### src/obsl_map.vh
`ifndef OBSL_MAP_VH
`define OBSL_MAP_VH
// Flash information block byte addresses of the option bytes
`define OBSL_FLASH_BYTE_ZERO_ADDR 8'hFE
`define OBSL_FLASH_BYTE_ONE_ADDR 8'hFF
// Register file addresses of the shadows
`define OBSL_REG_BYTE_ZERO_ADDR 8'hFE
`define OBSL_REG_BYTE_ONE_ADDR 8'hFD
`define OBSL_REG_PROT_ADDR 8'hFC
// Option byte zero field positions
`define OBSL_BIT_WATCHDOG 7
`define OBSL_BIT_PORT4_PULLUP 6
`define OBSL_BIT_PORT3_PULLUP 5
`define OBSL_BIT_PORT2_PULLUP 4
`define OBSL_BIT_PORT1_HIGH 3
`define OBSL_BIT_PORT1_LOW 2
`define OBSL_BIT_PORT0_HIGH 1
`define OBSL_BIT_PORT0_LOW 0
// Option byte one field positions
`define OBSL_BIT_STACK16 3
`define OBSL_BIT_NODIV 2
`define OBSL_BIT_LOWPROT 1
`define OBSL_BIT_PROT 0
// Writable and implemented bits of the option byte one shadow
`define OBSL_BYTE_ONE_CPU_MASK 8'h0C
`define OBSL_BYTE_ONE_IMPL_MASK 8'h0F
// Predefined values forced at the start of reset
`define OBSL_BYTE_ZERO_RESET 8'hFF
`define OBSL_BYTE_ONE_RESET 8'h00
`define OBSL_PROT_RESET 2'h0
// Stop-recovery control bit that selects option reload
`define OBSL_STOP_RELOAD_BIT 5
// Last wait count of a flash byte read, so each byte address is held for three cycles
`define OBSL_FLASH_WAIT 2'h2
`endif

### src/obsl_loader.v
// Function
// [RL1] Copy all option bits from flash during the last cycles of power-on or selected stop-recovery reset.
// [RL2] Force shadows to predefined values at the start of reset.
// [RL3] New flash option values only take effect after a later reset.
// [RL4] Fetch option bytes from information block addresses FFh and FEh.
// [RL5] CPU may read and write all shadows except bits 1 and 0 of option byte one.
// [RL6] Shadow outputs are not trusted until loading is complete.
// [RL7] Option byte zero holds watchdog, port 4, 3, 2, 1 high, 1 low, 0 high, 0 low pull-up bits.
// [RL8] A pull-up bit of 1 disables the pull-ups and 0 enables them.
// [RL9] At power-on reset bits 1 and 0 of option byte one are captured into readable protect flops.
// [RL10] CPU writes never change the protect flops.
// [RL11] Option byte one is changed only through the in-circuit programming port.
// [RL12] With protect bit 0 both flash interfaces are blocked unless mass erase completed.
// [RL13] Mass erase sets the shadow protect bit to 1, flash bit unchanged, granting full access.
// [RL14] Reserved shadow bits read 0 and ignore writes.
// [RL15] Signal load completion so the CPU is released only afterwards.
`timescale 1ns/1ps
`default_nettype none
`include "obsl_map.vh"
module obsl_loader
(
	// Clock and reset
	input  wire       core_clk,
	input  wire       arst_n,
	// Reset sequencer
	input  wire       por_load,
	input  wire       stop_recovery_load,
	input  wire [7:0] stop_recovery_control,
	output reg        load_done,
	// Flash information block read port
	output reg        flash_rd,
	output reg  [7:0] flash_addr,
	input  wire [7:0] flash_rdata,
	// Flash access control
	input  wire       in_circuit_programming_port,
	input  wire       mass_erase_done,
	input  wire       flash_option_one_wr,
	output wire       main_access_ok,
	output wire       page3_wr_ok,
	output wire       option_one_wr_ok,
	// CPU register file port
	input  wire       reg_wr,
	input  wire [7:0] reg_addr,
	input  wire [7:0] reg_wdata,
	output reg  [7:0] reg_rdata,
	// Option outputs
	output wire       watchdog_always_on,
	output wire       port_four_pullup_off,
	output wire       port_three_pullup_off,
	output wire       port_two_pullup_off,
	output wire       port_one_high_pullup_off,
	output wire       port_one_low_pullup_off,
	output wire       port_zero_high_pullup_off,
	output wire       port_zero_low_pullup_off,
	output wire       clock_no_divide,
	output wire       stack_wide,
	output wire       main_memory_protect,
	output wire       lower_half_protect
);

	localparam [3:0] ST_IDLE = 4'b0001;
	localparam [3:0] ST_RD0  = 4'b0010;
	localparam [3:0] ST_RD1  = 4'b0100;
	localparam [3:0] ST_DONE = 4'b1000;

	reg [3:0] state_r;
	reg [3:0] state_nxt;
	reg [1:0] wait_r;
	reg [1:0] wait_nxt;
	reg       por_sel_r;
	reg [7:0] user_option_byte_zero_r;
	reg [7:0] option_one_shadow_r;
	reg [1:0] prot_ff_r;
	reg       erased_r;

	// Register file decode; the two shadow decodes are shared by the write and the read paths, the protect decode is read only
	function hit_byte_zero;
		input [7:0] addr;
		begin
			hit_byte_zero = (addr == `OBSL_REG_BYTE_ZERO_ADDR);
		end
	endfunction

	function hit_byte_one;
		input [7:0] addr;
		begin
			hit_byte_one = (addr == `OBSL_REG_BYTE_ONE_ADDR);
		end
	endfunction

	function hit_prot;
		input [7:0] addr;
		begin
			hit_prot = (addr == `OBSL_REG_PROT_ADDR);
		end
	endfunction

	// Keeps the CPU away from the protect bits and the reserved bits
	function [7:0] merge_byte_one;
		input [7:0] old_val;
		input [7:0] cpu_val;
		begin
			merge_byte_one = (old_val & ~`OBSL_BYTE_ONE_CPU_MASK) |
				(cpu_val & `OBSL_BYTE_ONE_CPU_MASK);
		end
	endfunction

	wire      reload_req;
	wire      load_start;
	wire      wait_end;
	wire      byte_zero_cap;
	wire      byte_one_cap;
	wire      cpu_wr_zero;
	wire      cpu_wr_one;

	assign reload_req    = por_load |
		(stop_recovery_load & stop_recovery_control[`OBSL_STOP_RELOAD_BIT]); // RL1
	// A request during a fetch is ignored so the two bytes always pair up
	assign load_start    = reload_req && (state_r == ST_IDLE || state_r == ST_DONE);
	assign wait_end      = (wait_r == `OBSL_FLASH_WAIT);
	assign byte_zero_cap = (state_r == ST_RD0) && wait_end;
	assign byte_one_cap  = (state_r == ST_RD1) && wait_end;
	assign cpu_wr_zero   = reg_wr && hit_byte_zero(reg_addr);
	assign cpu_wr_one    = reg_wr && hit_byte_one(reg_addr);

	always @*
	begin
		state_nxt = state_r;
		case (state_r)
			ST_IDLE: if (reload_req) state_nxt = ST_RD0;
			ST_RD0:  if (wait_end) state_nxt = ST_RD1;
			ST_RD1:  if (wait_end) state_nxt = ST_DONE;
			ST_DONE: if (reload_req) state_nxt = ST_RD0; // RL3
			default: state_nxt = ST_IDLE;
		endcase
	end

	// Wait counter runs only inside the two read states
	always @*
	begin
		wait_nxt = wait_r + 2'h1;
		if (state_r != state_nxt || state_r == ST_IDLE || state_r == ST_DONE)
			wait_nxt = 2'h0;
	end

	always @(posedge core_clk or negedge arst_n)
	begin
		if (!arst_n)
		begin
			state_r   <= ST_IDLE;
			wait_r    <= 2'h0;
			por_sel_r <= 1'b0;
		end
		else
		begin
			state_r <= state_nxt;
			wait_r  <= wait_nxt;
			if (load_start)
				por_sel_r <= por_load;
		end
	end

	// Driven from the next state so the address is settled for the whole read
	always @(posedge core_clk or negedge arst_n)
	begin
		if (!arst_n)
		begin
			load_done  <= 1'b0;
			flash_rd   <= 1'b0;
			flash_addr <= 8'h00;
		end
		else
		begin
			load_done <= (state_nxt == ST_DONE); // RL6 RL15
			flash_rd  <= (state_nxt == ST_RD0) || (state_nxt == ST_RD1);
			if (state_nxt == ST_RD1)
				flash_addr <= `OBSL_FLASH_BYTE_ONE_ADDR; // RL4
			else
				flash_addr <= `OBSL_FLASH_BYTE_ZERO_ADDR; // RL4
		end
	end

	// A flash load wins over a CPU write in the same cycle
	always @(posedge core_clk or negedge arst_n)
	begin
		if (!arst_n)
			user_option_byte_zero_r <= `OBSL_BYTE_ZERO_RESET; // RL2
		else if (byte_zero_cap)
			user_option_byte_zero_r <= flash_rdata; // RL1 RL7 RL8
		else if (cpu_wr_zero)
			user_option_byte_zero_r <= reg_wdata; // RL5
	end

	always @(posedge core_clk or negedge arst_n)
	begin
		if (!arst_n)
			option_one_shadow_r <= `OBSL_BYTE_ONE_RESET; // RL2
		else
		begin
			if (byte_one_cap)
				option_one_shadow_r <= flash_rdata & `OBSL_BYTE_ONE_IMPL_MASK; // RL1 RL14
			else if (cpu_wr_one)
				option_one_shadow_r <= merge_byte_one(option_one_shadow_r, reg_wdata); // RL5
			// Mass erase has the last word on the protect bit
			if (mass_erase_done)
				option_one_shadow_r[`OBSL_BIT_PROT] <= 1'b1; // RL13
		end
	end

	// Captured on power-on loads only; no CPU path reaches these flops
	always @(posedge core_clk or negedge arst_n)
	begin
		if (!arst_n)
			prot_ff_r <= `OBSL_PROT_RESET;
		else if (byte_one_cap && por_sel_r)
			prot_ff_r <= flash_rdata[`OBSL_BIT_LOWPROT:`OBSL_BIT_PROT]; // RL9 RL10
	end

	// Sticky so protection stays lifted until the next power-on capture
	always @(posedge core_clk or negedge arst_n)
	begin
		if (!arst_n)
			erased_r <= 1'b0;
		else if (mass_erase_done)
			erased_r <= 1'b1; // RL13
		else if (byte_one_cap && por_sel_r)
			erased_r <= 1'b0;
	end

	// Protect flops reflect power-on capture, main_memory_protect lifted only by mass erase
	assign main_memory_protect = prot_ff_r[`OBSL_BIT_PROT] | erased_r; // RL12 RL13
	assign lower_half_protect  = prot_ff_r[`OBSL_BIT_LOWPROT];
	assign main_access_ok      = load_done & main_memory_protect; // RL12
	assign page3_wr_ok         = load_done & main_memory_protect; // RL12
	assign option_one_wr_ok    = page3_wr_ok & in_circuit_programming_port &
		flash_option_one_wr; // RL11

	assign watchdog_always_on        = user_option_byte_zero_r[`OBSL_BIT_WATCHDOG]; // RL7
	assign port_four_pullup_off      = user_option_byte_zero_r[`OBSL_BIT_PORT4_PULLUP]; // RL8
	assign port_three_pullup_off     = user_option_byte_zero_r[`OBSL_BIT_PORT3_PULLUP];
	assign port_two_pullup_off       = user_option_byte_zero_r[`OBSL_BIT_PORT2_PULLUP];
	assign port_one_high_pullup_off  = user_option_byte_zero_r[`OBSL_BIT_PORT1_HIGH];
	assign port_one_low_pullup_off   = user_option_byte_zero_r[`OBSL_BIT_PORT1_LOW];
	assign port_zero_high_pullup_off = user_option_byte_zero_r[`OBSL_BIT_PORT0_HIGH];
	assign port_zero_low_pullup_off  = user_option_byte_zero_r[`OBSL_BIT_PORT0_LOW];
	assign clock_no_divide           = option_one_shadow_r[`OBSL_BIT_NODIV];
	assign stack_wide                = option_one_shadow_r[`OBSL_BIT_STACK16];

	always @(posedge core_clk or negedge arst_n)
	begin
		if (!arst_n)
			reg_rdata <= 8'h00;
		else if (hit_byte_zero(reg_addr))
			reg_rdata <= user_option_byte_zero_r;
		else if (hit_byte_one(reg_addr))
			reg_rdata <= option_one_shadow_r & `OBSL_BYTE_ONE_IMPL_MASK; // RL14
		else if (hit_prot(reg_addr))
			reg_rdata <= {6'h00, lower_half_protect, main_memory_protect}; // RL9
		else
			reg_rdata <= 8'h00;
	end

endmodule // obsl_loader
`default_nettype wire

### config.mk
export PLATFORM = sky130hd
export DESIGN_NAME = obsl_loader
export DESIGN_NICKNAME = d
export VERILOG_FILES = /design/src/obsl_loader.v
export VERILOG_INCLUDE_DIRS = /design/src
export SDC_FILE = /design/constraint.sdc
export NUM_CORES = 1
export LEC_CHECK = 0
export BUFFER_PORTS_ARGS = -buffer_cell sky130_fd_sc_hd__buf_4
export CORE_MARGIN = 2
export CORE_UTILIZATION = 35
export DETAILED_ROUTE_END_ITERATION = 8
export PLACE_DENSITY = 0.62
export SYNTH_ARGS = -nofsm -noshare
export SYNTH_HDL_FRONTEND = slang
export SYNTH_SLANG_ARGS = --single-unit
### constraint.sdc
create_clock -name core_clk -period 2.6 [get_ports core_clk]
set_clock_uncertainty 0.05 [all_clocks]
set_input_delay 0.13 -clock core_clk [delete_from_list [all_inputs] [get_ports core_clk]]
set_output_delay 0.13 -clock core_clk [all_outputs]
set_load 0.01 [all_outputs]
==> reports/metrics.yaml <==
status: "finished clean"
rsz0062_at_grt: "no"
slew_headroom: 0.626
tightest_slew_ns: 0.559
min_period_over_period: 0.807
cts_root_buf: "clkbuf_8"
setup_violations: 0
finalCriticalPeriod_ns: 2.10
finalNetCount: 242
cts_buffer_depth: 2
p_int_mw: 1.08
track_usage: 0.148
finalPower_mw: 1.51
final_util: 0.482
setup_tns_ns: 0
crit_fanout: 9
drt-total-wl_um: 3650
portBuffers: 65
r2r_start: "wait_r[0]$_DFF_PN0_"
dp_hpwl_um: 2780
grt_max_degree: 35
ant_nets: 0
register_area_um2: 862
grt_pass1_wl_um: 6000
antenna_found_initial: 0
switching_share: 0.287
synth.avg_cell_area_um2: 12.0
ys_seq_area_frac: 0.520
die_width_um: 72.8
drc: 0
initial_core_util: 0.358
viasPerCell: 4.88
cts_buffers: 5
syn_area_um2: 1660
overflow: 0
post_cts_buffers: 0
path_clk_slew_ns: 0.07
cts_sinks: 34
core_um2: 4630
path_buf_inv: 1
yosysUniqueCellTypes: 36
dieArea_um2: 5300
required_ns: 2.76
slowest_delay_ns: 0.45
ys_ff_latch: 34
powerDensity_nw_per_um2: 677
synthesis.nets: 179
crit_start: "wait_r[0]$_DFF_PN0_"
cp-end-kind: "register"
final_layout_size_suffix_gt1_frac: 0.525
p_leak_nw: 1.08
reg2reg_depth: 6
htree_levels: 2
syn_inst: 138
ys_warn_count: 0
start_kind: "register"
holdCritPathClass: "primary input to register"
placed_cells: 246
combPwrFrac: 0.264
cpMaxStageDelayCell: "nor3_4"
seqPwrFrac: 0.493
r2r_slack_ns: 0.50
slew_violations: 0
wl_per_cell_um: 14.3
layout.cells.non_filler: 256
ir_drop_v: 0.000363
firstDrtPassIters: 4
first_global_vias: 1282
rows: 25
pin_count: 73
p_switching_mw: 0.433
cts_tree: "done"
hold_violations: 0
n_antenna_cell: 0
endpoint: "user_option_byte_zero_r[7]$_DFFE_PN1P_"
nFillCells: 445
worst_ep_arrival_time_ns: 2.26
crit_type: "register to register"
area_delta_synth_final_pct: 34.7
dieHeight_um: 72.8
r2r-end: "user_option_byte_zero_r[7]$_DFFE_PN1P_"
multi_input_area_um2: 697
maxCapViolations: 0
insertion_delay_ns: 0.28
drtIter0Drc: 107
cp.depth: 6
worstPathCellList: "inv_1 > ha_1 > nand3b_4 > nor3_4 > mux2_2 > mux2_4"
fmax_ghz: 0.477
globalplace.congestion: 0.790
p_clk_frac: 0.244
path_delay_family: "multiplexers"
vias: 1250
## cells in the mapped netlist
master     n  share of area
a22oi_1    2         0.0091
buf_4      7          0.032
a22o_1     1         0.0053
conb_1     1         0.0023
buf_2      2         0.0060
or2_2      2         0.0076
a31o_4     1          0.011
o311a_1    1         0.0060
dfrtp_1   25           0.38
nand2_1    5          0.011
and2_1     1         0.0038
a21o_1     3          0.014
nand3b_1   2         0.0091
nand3_1    2         0.0060
a21boi_0   2         0.0091
o21ai_0    4          0.012
a211o_1    1         0.0053
dfstp_2    9           0.14
xnor2_1    1         0.0053
nor4_2     1         0.0076
mux2_2    10          0.068
mux2i_1    3          0.018
nor2b_1    5          0.019
buf_12     1          0.012
mux2_4     8          0.073
and3_1     5          0.019
ha_1       1         0.0076
nor2_1    13          0.029
clkbuf_1   2         0.0045
inv_1      2         0.0045
nand4_1    2         0.0076
nand2b_1   1         0.0038
nand3b_4   1          0.012
a21oi_1    5          0.015
nor3_4     1         0.0098
nor3_1     5          0.015
## worst min path at each step
stage	slack, ns	cells past startpoint	startpoint	endpoint
6_report	0.05	2	por_load	por_sel_r$_DFFE_PN0P_
5_1_grt	0.03	2	por_load	por_sel_r$_DFFE_PN0P_
4_1_cts	0.04	2	por_load	por_sel_r$_DFFE_PN0P_
3_5_place_dp	0.05	1	arst_n	option_one_shadow_r[2]$_DFFE_PN0P_
3_3_place_gp	0.05	1	arst_n	option_one_shadow_r[2]$_DFFE_PN0P_
2_1_floorplan	-0.22	0	arst_n	erased_r$_DFFE_PN0P_
## layer usage
metal / up-vias / track usage / share of wire
li1: 605 / - / -
met2: 49 / 0.253 / 0.47
met1: 594 / 0.186 / 0.45
met4: 0 / 0.0309 / 0.0082
met3: 2 / 0.0456 / 0.073
met5: - / 0 / 0
## state kept, by name, indices dropped and copies added, names as in the netlist
register / flops
state_r: 4
prot_ff_r: 2
wait_r: 2
por_sel_r: 1
user_option_byte_zero_r: 8
option_one_shadow_r: 4
reg_rdata: 8
flash_rd: 1
erased_r: 1
flash_addr: 2
load_done: 1
## layout make-up
class | instances | share of cell area
Sequential cell | 34 | 0.386
Multi-Input combinational cell | 90 | 0.312
Timing Repair Buffer | 68 | 0.231
Clock buffer | 6 | 0.0325
Tap cell | 54 | 0.0303
Clock inverter | 2 | 0.00448
Inverter | 2 | 0.00336
## layout by cell type (no fill, tap or decap), types with 2 or more instances in the layout
cell	count
buf_4	66
dfrtp_1	25
nor2_1	13
mux2_2	10
dfstp_2	9
mux2_4	8
nor2b_1	5
nand2_1	5
a21oi_1	5
nor3_1	5
and3_1	5
clkbuf_8	5
o21ai_0	4
a21o_1	3
mux2i_1	3
nand3b_1	2
nand3_1	2
a21boi_0	2
nand4_1	2
or2_2	2
a22oi_1	2
inv_1	2
clkinv_2	2
dlygate4sd3_1	2
## cells by family (layout without fill, tap and decap cells)
group	Yosys count	after routing	share of synthesized area
adder cells (fa/ha/maj)	1	1	0.00755
XOR/XNOR	1	1	0.00529
AO/OA/AOI/OAI	20	20	0.0861
multiplexers	21	21	0.159
buffers and inverters	14	78	0.0589
AND/OR/NAND/NOR	46	46	0.161
other	1	1	0.00226
flip-flops	34	34	0.520
## worst register-to-register path: cells and delay by family (launching register included)
| family | cells | cell delay (ns) |
|---|---|---|
| simple gates | 2 | 0.58 |
| flops | 1 | 0.37 |
| buf+inv | 1 | 0.06 |
| mux | 2 | 0.67 |
| fa+ha+maj | 1 | 0.30 |
## through the flow
| step | hold WS, ns | worst slack [ns] | area (µm²) |
|---|---|---|---|
| 6_report | 0.0453 | 0.502 | 2230 |
| 5_1_grt | 0.0328 | 0.359 | 2230 |
| 4_1_cts | 0.0364 | 0.458 | 2230 |
| 2_1_floorplan | -0.216 | 0.766 | 1660 |
| 3_5_place_dp | 0.0537 | 0.481 | 2130 |
| 3_3_place_gp | 0.0466 | 0.536 | 2130 |
## power by group through the flow
stage	sequential (mW)	clock, mW	combinational [mW]
CTS	0.745	0.381	0.404
floorplan	0.746	0	0.217
finish	0.744	0.368	0.398
detailed placement	0.754	0	0.398
global placement	0.748	0	0.387
global route	0.764	0.406	0.437
## what timing repair did
action                                 4_1_cts  5_1_grt
endpoints found under the hold margin       26        0
resized for setup                            0        0
hold buffers                                 2        0
(Power assumes the default switching activity.)
